### config.mk
export PLATFORM = sky130hd
export DESIGN_NAME = tpm_mailbox
export DESIGN_NICKNAME = d
export VERILOG_FILES = /design/src/pkg/tpm_pkg.sv /design/src/logic/tpm_user_mem.sv /design/src/logic/tpm_dbg_decode.sv /design/src/logic/tpm_mailbox.sv
export SDC_FILE = /design/constraint.sdc
export NUM_CORES = 1
export LEC_CHECK = 0
export BUFFER_PORTS_ARGS = -buffer_cell sky130_fd_sc_hd__buf_2
export CORE_MARGIN = 1.5
export CORE_UTILIZATION = 25
export DETAILED_ROUTE_END_ITERATION = 10
export RECOVER_POWER = 25
export SYNTH_ARGS = -nofsm -noshare
export SYNTH_HDL_FRONTEND = slang
export SYNTH_SLANG_ARGS = --single-unit
### constraint.sdc
create_clock -name i_mclk -period 2.32 [get_ports i_mclk]
set_input_delay 0.232 -clock i_mclk [delete_from_list [all_inputs] [get_ports i_mclk]]
set_output_delay 0.232 -clock i_mclk [all_outputs]
set_load 0.02 [all_outputs]
### src/pkg/tpm_pkg.sv
package tpm_pkg;
  // register indices of the two-port file
  localparam logic [3:0] REG_CMD = 4'h0;
  localparam logic [3:0] REG_ERR = 4'h1;
  localparam logic [3:0] REG_PARAM2 = 4'h2;
  localparam logic [3:0] REG_PARAM3 = 4'h3;
  localparam logic [3:0] REG_USER4 = 4'h4;
  localparam logic [3:0] REG_USER5 = 4'h5;
  localparam logic [3:0] REG_USER8 = 4'h8;
  localparam logic [3:0] REG_USER9 = 4'h9;
  localparam logic [3:0] REG_USER12 = 4'hc;
  localparam int USER_FIRST = 4;
  localparam int NUM_REGS = 16;
  // command register fields
  localparam int CMD_EXIT_BIT = 15;
  localparam int CMD_TEST_BIT = 15;
  localparam int CMD_HWRESET_BIT = 14;
  localparam int DBG_PROCEED_BIT = 4;
  localparam int DBG_GO_BIT = 3;
  localparam int DBG_DEPOSIT_BIT = 2;
  localparam int DBG_OPEN_REG_BIT = 1;
  localparam int DBG_OPEN_MEM_BIT = 0;
  // error and state register fields
  localparam int ERR_CMD_BIT = 15;
  localparam int ERR_DMA_BIT = 14;
  localparam int ERR_FATAL_BIT = 5;
  localparam int ERR_STACK_BIT = 3;
  localparam int STATE_MSB = 2;
  localparam logic [2:0] ST_UNAVAIL = 3'h0;
  localparam logic [2:0] ST_SELFTEST = 3'h1;
  localparam logic [2:0] ST_DEDTEST = 3'h2;
  localparam logic [2:0] ST_DEBUG = 3'h3;
  localparam logic [2:0] ST_WAITING = 3'h4;
  localparam logic [2:0] ST_TAPELOAD = 3'h5;
  localparam logic [2:0] ST_RESERVED = 3'h6;
  localparam logic [2:0] ST_USER = 3'h7;
  // reset values
  localparam logic [15:0] CMD_RESET = 16'h0000;
  localparam logic [15:0] ERR_RESET = 16'h0001;
  localparam logic [15:0] PARAM2_RESET = 16'h0000;
  localparam int BOOT_LSB = 4;
  // self-test result bit positions in the second parameter register
  localparam int RES_CSR_BIT = 0;
  localparam int RES_LCLK_BIT = 4;
  localparam int RES_CONSOLE_BIT = 5;
  localparam int RES_MPSERIAL_BIT = 6;
  localparam int RES_PARPORT_BIT = 7;
  localparam int RES_DMA_BIT = 8;
  // open-register codes: general registers 0..7, status word 8
  localparam logic [15:0] REGCODE_PSW = 16'h0008;
  localparam int MEM_HI_BITS = 6;
  // user interrupts: priority level and vectors
  localparam logic [2:0] USER_IRQ_LEVEL = 3'h5;
  localparam logic [8:0] VEC_USER4 = 9'h050;
  localparam logic [8:0] VEC_USER8 = 9'h054;
  localparam logic [8:0] VEC_USER12 = 9'h05c;

  typedef enum logic [2:0] {
    OP_PROCEED = 3'h0,
    OP_GO = 3'h1,
    OP_DEP_REG = 3'h2,
    OP_DEP_MEM = 3'h3,
    OP_OPEN_REG = 3'h4,
    OP_OPEN_MEM = 3'h5
  } tpm_op_e;

  typedef enum logic {
    FSM_IDLE = 1'b0,
    FSM_WAIT = 1'b1
  } tpm_fsm_e;

  function automatic logic tpm_reg_code_ok(input logic [15:0] code);
    tpm_reg_code_ok = (code <= REGCODE_PSW);
  endfunction : tpm_reg_code_ok

  function automatic logic tpm_is_user(input logic [3:0] addr);
    tpm_is_user = (addr >= 4'(USER_FIRST));
  endfunction : tpm_is_user
endpackage : tpm_pkg

### src/logic/tpm_user_mem.sv
`timescale 1ns/1ns
module tpm_user_mem
  import tpm_pkg::*;
(
  input wire logic i_mclk,
  input wire logic i_reset,
  input wire logic i_host_we,
  input wire logic [3:0] i_host_waddr,
  input wire logic [15:0] i_host_wdata,
  input wire logic i_loc_we,
  input wire logic [3:0] i_loc_waddr,
  input wire logic [15:0] i_loc_wdata,
  input wire logic [3:0] i_host_raddr,
  input wire logic [3:0] i_loc_raddr,
  output logic [15:0] o_host_rdata,
  output logic [15:0] o_loc_rdata
);
  logic [15:0] mem_reg [NUM_REGS];

  // words below the user range stay zero
  genvar g;
  for (g = 0; g < NUM_REGS; g++) begin : g_word
    always_ff @(posedge i_mclk) begin
      if (i_reset || g < USER_FIRST) begin
        mem_reg[g] <= 16'h0000;
      end else if (i_loc_we && i_loc_waddr == 4'(g)) begin
        mem_reg[g] <= i_loc_wdata;
      end else if (i_host_we && i_host_waddr == 4'(g)) begin
        mem_reg[g] <= i_host_wdata;
      end
    end
  end

  always_ff @(posedge i_mclk) begin
    o_host_rdata <= mem_reg[i_host_raddr];
    o_loc_rdata <= mem_reg[i_loc_raddr];
  end
endmodule : tpm_user_mem

### src/logic/tpm_dbg_decode.sv
`timescale 1ns/1ns
module tpm_dbg_decode
  import tpm_pkg::*;
(
  input wire logic [15:0] i_cmd,
  output logic o_exit,
  output logic o_valid,
  output tpm_op_e o_op
);
  // highest set bit wins among the debug commands
  always_comb begin
    o_exit = i_cmd[CMD_EXIT_BIT];
    o_valid = 1'b1;
    o_op = OP_PROCEED;
    if (i_cmd[DBG_PROCEED_BIT]) begin
      o_op = OP_PROCEED;
    end else if (i_cmd[DBG_GO_BIT]) begin
      o_op = OP_GO;
    end else if (i_cmd[DBG_DEPOSIT_BIT]) begin
      o_op = OP_DEP_REG;
    end else if (i_cmd[DBG_OPEN_REG_BIT]) begin
      o_op = OP_OPEN_REG;
    end else if (i_cmd[DBG_OPEN_MEM_BIT]) begin
      o_op = OP_OPEN_MEM;
    end else begin
      o_valid = 1'b0;
    end
  end
endmodule : tpm_dbg_decode

### src/logic/tpm_mailbox.sv
`timescale 1ns/1ns
module tpm_mailbox
  import tpm_pkg::*;
(
  input wire logic i_mclk,
  input wire logic i_reset,
  input wire logic [3:0] i_boot_switch,
  input wire logic i_user_enable,
  input wire logic i_host_wr,
  input wire logic i_host_rd,
  input wire logic [3:0] i_host_addr,
  input wire logic [15:0] i_host_wdata,
  output logic [15:0] o_host_rdata,
  output logic o_host_rvalid,
  input wire logic i_loc_wr,
  input wire logic i_loc_rd,
  input wire logic [3:0] i_loc_addr,
  input wire logic [15:0] i_loc_wdata,
  output logic [15:0] o_loc_rdata,
  output logic o_loc_rvalid,
  input wire logic i_test_fail,
  input wire logic [3:0] i_test_bit,
  input wire logic [3:0] i_test_code,
  input wire logic i_dma_abort,
  input wire logic i_stack_violation,
  input wire logic i_fatal_error,
  output logic o_cmd_strobe,
  output logic o_cmd_is_test,
  output logic o_ctx_req,
  output tpm_op_e o_ctx_op,
  output logic [21:0] o_ctx_addr,
  output logic [15:0] o_ctx_wdata,
  input wire logic i_ctx_ack,
  input wire logic [15:0] i_ctx_rdata,
  output logic o_hw_reset,
  output logic [2:0] o_user_irq,
  output logic [8:0] o_irq_vector,
  output logic [2:0] o_irq_level,
  output logic o_debug_mode
);
  logic [15:0] cmd_reg;
  logic [15:0] err_reg;
  logic [15:0] param2_reg;
  logic [15:0] param3_reg;
  tpm_fsm_e fsm_reg;
  logic open_valid_reg;
  logic open_mem_reg;
  logic [21:0] open_addr_reg;
  logic [15:0] host_spec_reg;
  logic [15:0] loc_spec_reg;
  logic host_rd_reg;
  logic loc_rd_reg;
  logic host_user_reg;
  logic host_hide_reg;
  logic loc_user_reg;
  logic [15:0] mem_host_rdata;
  logic [15:0] mem_loc_rdata;
  logic fatal;
  logic dbg_mode;
  logic host_cmd_wr;
  logic host_mem_we;
  logic dec_exit;
  logic dec_valid;
  tpm_op_e dec_op;
  tpm_op_e launch_op;
  logic launch;
  logic cmd_error;
  logic ack_open;

  assign fatal = err_reg[ERR_FATAL_BIT];
  assign dbg_mode = (err_reg[STATE_MSB:0] == ST_DEBUG);
  assign host_cmd_wr = i_host_wr && i_host_addr == REG_CMD && !fatal;
  assign host_mem_we = i_host_wr && tpm_is_user(i_host_addr) &&
    i_user_enable && i_host_addr != REG_USER5 &&
    i_host_addr != REG_USER9;

  tpm_dbg_decode u_decode (
    .i_cmd(i_host_wdata),
    .o_exit(dec_exit),
    .o_valid(dec_valid),
    .o_op(dec_op)
  );

  tpm_user_mem u_mem (
    .i_mclk(i_mclk),
    .i_reset(i_reset),
    .i_host_we(host_mem_we),
    .i_host_waddr(i_host_addr),
    .i_host_wdata(i_host_wdata),
    .i_loc_we(i_loc_wr),
    .i_loc_waddr(i_loc_addr),
    .i_loc_wdata(i_loc_wdata),
    .i_host_raddr(i_host_addr),
    .i_loc_raddr(i_loc_addr),
    .o_host_rdata(mem_host_rdata),
    .o_loc_rdata(mem_loc_rdata)
  );

  // deposit goes to the open target
  assign launch_op = (dec_op == OP_DEP_REG && open_mem_reg) ?
    OP_DEP_MEM : dec_op;
  // debug layout only in debug state
  always_comb begin
    launch = 1'b0;
    cmd_error = 1'b0;
    if (host_cmd_wr && dbg_mode && !dec_exit && dec_valid) begin
      if (fsm_reg != FSM_IDLE) begin
        cmd_error = 1'b1;
      end else if (dec_op == OP_OPEN_REG && !tpm_reg_code_ok(param3_reg)) begin
        cmd_error = 1'b1;
      end else if (dec_op == OP_DEP_REG && !open_valid_reg) begin
        cmd_error = 1'b1;
      end else begin
        launch = 1'b1;
      end
    end
  end
  assign ack_open = fsm_reg == FSM_WAIT && i_ctx_ack &&
    (o_ctx_op == OP_OPEN_REG || o_ctx_op == OP_OPEN_MEM);

  always_ff @(posedge i_mclk) begin
    if (i_reset) begin
      cmd_reg <= CMD_RESET;
    end else if (i_loc_wr && i_loc_addr == REG_CMD) begin
      cmd_reg <= i_loc_wdata;
    end else if (host_cmd_wr) begin
      cmd_reg <= i_host_wdata;
    end
  end

  always_ff @(posedge i_mclk) begin
    if (i_reset) begin
      err_reg <= ERR_RESET;
    end else begin
      if (i_loc_wr && i_loc_addr == REG_ERR) begin
        err_reg <= i_loc_wdata;
      end
      if (host_cmd_wr && dbg_mode && dec_exit) begin
        err_reg[STATE_MSB:0] <= ST_WAITING;
      end
      if (i_fatal_error) begin
        err_reg[ERR_FATAL_BIT] <= 1'b1;
        err_reg[STATE_MSB:0] <= ST_UNAVAIL;
      end
      if (cmd_error) begin
        err_reg[ERR_CMD_BIT] <= 1'b1;
      end
      if (i_dma_abort) begin
        err_reg[ERR_DMA_BIT] <= 1'b1;
      end
      if (i_stack_violation) begin
        err_reg[ERR_STACK_BIT] <= 1'b1;
      end
    end
  end

  always_ff @(posedge i_mclk) begin
    if (i_reset) begin
      param2_reg <= PARAM2_RESET;
    end else begin
      if (i_host_wr && i_host_addr == REG_PARAM2) begin
        param2_reg <= i_host_wdata;
      end
      if (ack_open) begin
        param2_reg <= i_ctx_rdata;
      end
      if (i_loc_wr && i_loc_addr == REG_PARAM2) begin
        param2_reg <= i_loc_wdata;
      end
      if (i_test_fail) begin
        param2_reg[i_test_bit] <= 1'b1;
      end
    end
  end

  always_ff @(posedge i_mclk) begin
    if (i_reset) begin
      param3_reg <= {8'h00, i_boot_switch, 4'h0};
    end else if (i_test_fail) begin
      param3_reg <= {12'h000, i_test_code};
    end else if (i_loc_wr && i_loc_addr == REG_PARAM3) begin
      param3_reg <= i_loc_wdata;
    end else if (i_host_wr && i_host_addr == REG_PARAM3) begin
      param3_reg <= i_host_wdata;
    end
  end

  // debug command handshake with the local processor
  always_ff @(posedge i_mclk) begin
    if (i_reset) begin
      fsm_reg <= FSM_IDLE;
      o_ctx_req <= 1'b0;
      o_ctx_op <= OP_PROCEED;
      o_ctx_addr <= 22'h000000;
      o_ctx_wdata <= 16'h0000;
    end else begin
      unique case (fsm_reg)
        FSM_IDLE: begin
          if (launch) begin
            fsm_reg <= FSM_WAIT;
            o_ctx_req <= 1'b1;
            o_ctx_op <= launch_op;
            o_ctx_wdata <= param2_reg;
            if (launch_op == OP_OPEN_MEM) begin
              o_ctx_addr <= {param2_reg[MEM_HI_BITS-1:0], param3_reg};
            end else if (launch_op == OP_DEP_REG ||
                         launch_op == OP_DEP_MEM) begin
              o_ctx_addr <= open_addr_reg;
            end else begin
              o_ctx_addr <= {6'h00, param3_reg};
            end
          end
        end
        FSM_WAIT: begin
          if (i_ctx_ack) begin
            fsm_reg <= FSM_IDLE;
            o_ctx_req <= 1'b0;
          end
        end
      endcase
    end
  end

  // proceed or go closes the open target
  always_ff @(posedge i_mclk) begin
    if (i_reset) begin
      open_valid_reg <= 1'b0;
      open_mem_reg <= 1'b0;
      open_addr_reg <= 22'h000000;
    end else if (launch && (dec_op == OP_OPEN_REG ||
                            dec_op == OP_OPEN_MEM)) begin
      open_valid_reg <= 1'b1;
      open_mem_reg <= (dec_op == OP_OPEN_MEM);
      open_addr_reg <= (dec_op == OP_OPEN_MEM) ?
        {param2_reg[MEM_HI_BITS-1:0], param3_reg} : {6'h00, param3_reg};
    end else if (launch && (dec_op == OP_PROCEED || dec_op == OP_GO)) begin
      open_valid_reg <= 1'b0;
    end
  end

  always_ff @(posedge i_mclk) begin
    if (i_reset) begin
      o_cmd_strobe <= 1'b0;
      o_cmd_is_test <= 1'b0;
      o_hw_reset <= 1'b0;
      o_debug_mode <= 1'b0;
    end else begin
      o_cmd_strobe <= host_cmd_wr && !dbg_mode;
      if (host_cmd_wr && !dbg_mode) begin
        o_cmd_is_test <= i_host_wdata[CMD_TEST_BIT];
      end
      // only the reset bit is heard
      o_hw_reset <= i_host_wr && i_host_addr == REG_CMD && fatal &&
        i_host_wdata[CMD_HWRESET_BIT];
      o_debug_mode <= dbg_mode;
    end
  end

  always_ff @(posedge i_mclk) begin
    if (i_reset) begin
      o_user_irq <= 3'h0;
      o_irq_vector <= 9'h000;
      o_irq_level <= 3'h0;
    end else begin
      o_user_irq <= {host_mem_we && i_host_addr == REG_USER12,
                     host_mem_we && i_host_addr == REG_USER8,
                     host_mem_we && i_host_addr == REG_USER4};
      o_irq_level <= USER_IRQ_LEVEL;
      if (host_mem_we && i_host_addr == REG_USER4) begin
        o_irq_vector <= VEC_USER4;
      end else if (host_mem_we && i_host_addr == REG_USER8) begin
        o_irq_vector <= VEC_USER8;
      end else if (host_mem_we && i_host_addr == REG_USER12) begin
        o_irq_vector <= VEC_USER12;
      end
    end
  end

  function automatic logic [15:0] spec_read(input logic [3:0] addr);
    unique case (addr)
      REG_CMD: spec_read = cmd_reg;
      REG_ERR: spec_read = err_reg;
      REG_PARAM2: spec_read = param2_reg;
      REG_PARAM3: spec_read = param3_reg;
      default: spec_read = 16'h0000;
    endcase
  endfunction : spec_read

  // two-cycle read path for both ports
  always_ff @(posedge i_mclk) begin
    if (i_reset) begin
      host_rd_reg <= 1'b0;
      loc_rd_reg <= 1'b0;
      host_spec_reg <= 16'h0000;
      loc_spec_reg <= 16'h0000;
      host_user_reg <= 1'b0;
      host_hide_reg <= 1'b0;
      loc_user_reg <= 1'b0;
      o_host_rdata <= 16'h0000;
      o_loc_rdata <= 16'h0000;
      o_host_rvalid <= 1'b0;
      o_loc_rvalid <= 1'b0;
    end else begin
      host_rd_reg <= i_host_rd;
      loc_rd_reg <= i_loc_rd;
      host_spec_reg <= spec_read(i_host_addr);
      loc_spec_reg <= spec_read(i_loc_addr);
      host_user_reg <= tpm_is_user(i_host_addr);
      host_hide_reg <= !i_user_enable;
      loc_user_reg <= tpm_is_user(i_loc_addr);
      o_host_rvalid <= host_rd_reg;
      o_loc_rvalid <= loc_rd_reg;
      if (host_rd_reg) begin
        o_host_rdata <= !host_user_reg ? host_spec_reg :
          (host_hide_reg ? 16'h0000 : mem_host_rdata);
      end
      if (loc_rd_reg) begin
        o_loc_rdata <= loc_user_reg ? mem_loc_rdata : loc_spec_reg;
      end
    end
  end
endmodule : tpm_mailbox

==> impl_metrics.xml <==
<?xml version="1.0" encoding="UTF-8"?>
<metrics>
  <group name="run_status">
    <metric name="status" unit="">finished with violations</metric>
    <metric name="failed_checks" unit="">capacitance limit, slew limit</metric>
  </group>
  <group name="timing">
    <metric name="tightestPinTransition" unit="ns">1.797</metric>
    <metric name="period_needed" unit="ns">2.215</metric>
    <metric name="finalWorstSetupSlack" unit="ns">0.1053</metric>
    <metric name="worst_slew_margin_rel" unit="%">-19.79</metric>
    <metric name="timing.setup.tns" unit="ns">0</metric>
    <metric name="timing.fmax" unit="MHz">451.5</metric>
    <metric name="final.setup_skew" unit="ns">0.02015</metric>
    <metric name="setup_repair_after_global_routing_missed_its_margin" unit="">no</metric>
    <metric name="finalSetupViolations" unit="">0</metric>
    <metric name="timing.final.crit_share" unit="%">95.46</metric>
    <metric name="hold_viol" unit="">0</metric>
    <metric name="slew_viol_final" unit="">81</metric>
  </group>
  <group name="placement">
    <metric name="dp_hpwl" unit="um">55010</metric>
    <metric name="finalWeightedCongestion" unit="">0.9416</metric>
    <metric name="io_buffers" unit="">168</metric>
    <metric name="dpl-instance-area" unit="um^2">23740</metric>
    <metric name="placed_cells_incl_taps" unit="">3074</metric>
    <metric name="placement.setup.worst_slack" unit="ns">0.1645</metric>
  </group>
  <group name="synth">
    <metric name="seq_area_frac_synth" unit="%">50.32</metric>
    <metric name="synth_top_cell_by_area" unit="">edfxtp_1</metric>
    <metric name="yosys_register_bits" unit="">437</metric>
    <metric name="synth_edf_count" unit="">196</metric>
    <metric name="synthesis.instances" unit="">1849</metric>
    <metric name="post_synthesis_async_set_or_reset_flop_share" unit="%">0</metric>
    <metric name="synth_largest_type_area_fraction" unit="%">27.65</metric>
    <metric name="yosys.cell_count.top_type" unit="">dfxtp_1</metric>
    <metric name="yosys.cell_types.count" unit="">59</metric>
    <metric name="postSynth.topFlopCell" unit="">dfxtp_1</metric>
    <metric name="post_synth.cell_area_avg" unit="um^2">11.51</metric>
    <metric name="syn_area" unit="um^2">21280</metric>
    <metric name="synth.top_cells.by_count" unit="">dfxtp_1, nor2_1, edfxtp_1</metric>
    <metric name="yosys_warnings" unit="">0</metric>
    <metric name="netlist_top_cells_area" unit="">edfxtp_1, dfxtp_1, mux4_2</metric>
  </group>
  <group name="layout">
    <metric name="fillerInstances" unit="">8469</metric>
    <metric name="final-seq-area" unit="um^2">10710</metric>
    <metric name="final_net_count" unit="">2085</metric>
    <metric name="area_of_the_multi_input_gates" unit="um^2">9646</metric>
    <metric name="finish.cell_count_without_fillers" unit="">3179</metric>
    <metric name="post_route_cells_drive_above_1_share" unit="%">24.61</metric>
    <metric name="area.growth.synth_to_final" unit="%">19.48</metric>
    <metric name="final_area" unit="um^2">25430</metric>
    <metric name="largest_register_ffs" unit="">192</metric>
  </group>
  <group name="power">
    <metric name="vdd_ir_drop_max" unit="mV">0.4786</metric>
    <metric name="power.switching" unit="uW">4723</metric>
    <metric name="flop_pwr_share" unit="%">46.3</metric>
    <metric name="p_comb_share" unit="%">10.9</metric>
    <metric name="power-per-cell-area" unit="nW/um^2">738.1</metric>
    <metric name="leakage" unit="uW">0.008922</metric>
    <metric name="clockPowerShare" unit="%">42.8</metric>
    <metric name="internal-power" unit="uW">14050</metric>
    <metric name="switching_fraction" unit="%">25.16</metric>
  </group>
  <group name="clocking">
    <metric name="clk_path_buf_depth" unit="">3</metric>
    <metric name="cts.sinks" unit="">437</metric>
    <metric name="clkSlewWorstSetupHoldPaths" unit="ns">0.06</metric>
    <metric name="htreeDepth" unit="">2</metric>
    <metric name="tritoncts" unit="">yes</metric>
    <metric name="cts-buffers-inserted" unit="">49</metric>
    <metric name="cts-root-buf" unit="">clkbuf_16</metric>
    <metric name="postCtsResizedCells" unit="">0</metric>
    <metric name="clkLatencyLatePin" unit="ns">0.60</metric>
  </group>
  <group name="detailed_routing">
    <metric name="drt_first_pass_iters" unit="">6</metric>
    <metric name="detail_route.wl_per_cell" unit="um">24.84</metric>
    <metric name="post-route-drc-count" unit="">0</metric>
    <metric name="routed_via_density" unit="">5.335</metric>
    <metric name="drt_iter0_drc" unit="">2411</metric>
    <metric name="num_vias" unit="">16960</metric>
    <metric name="wire_length_reported_by_the_detailed_router" unit="um">78950</metric>
    <metric name="antenna_violating_nets_post_route" unit="">0</metric>
  </group>
  <group name="die">
    <metric name="chipWidth" unit="um">294.8</metric>
    <metric name="placementRows" unit="">106</metric>
    <metric name="top_level_ports" unit="">175</metric>
    <metric name="die_height" unit="um">294.8</metric>
    <metric name="floorplan.die_area" unit="um^2">86900</metric>
    <metric name="placeableCoreArea" unit="um^2">83950</metric>
    <metric name="initial_core_util" unit="%">25.35</metric>
  </group>
  <group name="critical_path">
    <metric name="crit_arrival" unit="ns">2.70</metric>
    <metric name="critical_path_peak_fanout" unit="">63</metric>
    <metric name="cp.required" unit="ns">2.80</metric>
    <metric name="timing.critical_path.from_type" unit="">register</metric>
    <metric name="worst-setup-path-type" unit="">reg -&gt; reg</metric>
    <metric name="critical_path.endpoint_type" unit="">register</metric>
  </group>
  <group name="grt">
    <metric name="global_route_wire_length_before_repair" unit="um">113600</metric>
    <metric name="globalRoute.totalOverflow" unit="">0</metric>
    <metric name="antenna_found_initial" unit="">9</metric>
    <metric name="grt_pass1_vias" unit="">16620</metric>
    <metric name="largest_net_degree_at_the_start_of_global_routing" unit="">81</metric>
    <metric name="grt.total_usage" unit="%">17.77</metric>
  </group>
  <group name="worst_hold_path">
    <metric name="holdCritPathClass" unit="">in -&gt; reg</metric>
  </group>
  <group name="flow_run">
    <metric name="max-cap-violations" unit="">1</metric>
  </group>
</metrics>
-- kinds of logic after synthesis --
family,share of synthesized area (%)
buf+inv,4.673
simple gates,11.00
flops,50.32
compound gates,16.71
mux,17.27
other cells,0.01762
-- final timing paths --
| kind | start | end | slack [ns] | cells after the start |
|---|---|---|---|---|
| worst min register to register | o_ctx_wdata[5] | o_ctx_wdata[5] | 0.46 | 2 |
| worst max-delay path | param3_reg[12] | o_ctx_addr[9] | 0.11 | 6 |
| worst min-delay path | i_test_bit[3] | param2_reg[13] | 0.04 | 3 |
| worst max register to register | param3_reg[12] | o_ctx_addr[9] | 0.11 | 6 |
-- critical path, cell delays in order, from the launching register on --
cell      delay, ns
dfxtp_1        0.33
nor4_1         0.53
a41o_1         0.33
and4_2         0.27
buf_12         0.29
nor2_1         0.09
a211oi_2       0.22
-- final cells by class --
type | count | share of cell area, %
clock buffer | 73 | 5.796
timing repair buffer | 312 | 7.724
antenna | 5 | 0.04920
inverter | 6 | 0.08856
sequential | 437 | 42.12
clock inverter | 13 | 0.7183
multi-input combinational | 1199 | 37.93
tap | 1134 | 5.579
-- per-layer routing --
layer / vias to the layer above / routed length, um / GRT usage (%)
li1: 7325 / - / -
met1: 8494 / 31100 / 23.04
met2: 959 / 36670 / 28.70
met3: 179 / 8220 / 4.328
met4: 4 / 2930 / 6.248
met5: - / 27 / 0
-- repair_timing --
action	in CTS	in global routing
setup buffers	0	0
hold buffers	14	0
hold endpoints to repair	18	0
-- power by group through the flow --
stage / sequential [uW] / combinational [uW] / clock [uW]
floorplan: 8770 / 1180 / 0
global placement: 8810 / 1980 / 0
CTS: 8680 / 2030 / 8130
detailed placement: 8840 / 2000 / 0
finish: 8690 / 2040 / 8040
global route: 8720 / 2120 / 8440
-- metrics by stage --
step / power [uW] / hold WS, ns / utilization (%)
floorplan: 9955 / 0.2987 / -
global placement: 10780 / 0.4373 / 28.28
detailed placement: 10840 / 0.4463 / 28.28
CTS: 18840 / 0.008197 / 30.42
global route: 19290 / 0.01585 / 30.29
finish: 18770 / 0.04278 / 30.29
-- cell usage in the layout (no fill, tap or decap), drive strengths merged, types with 21 or more instances in the layout --
cell type,n
edfxtp,196
nand2,129
clkbuf,126
mux2,32
buf,244
a211oi,64
and2,38
nor3,28
a22o,178
nor2,204
mux4,97
a221oi,21
nor2b,27
a31oi,21
a21oi,72
dfxtp,241
a22oi,36
mux2i,113
No activity file was read; power rests on OpenSTA's default activity.
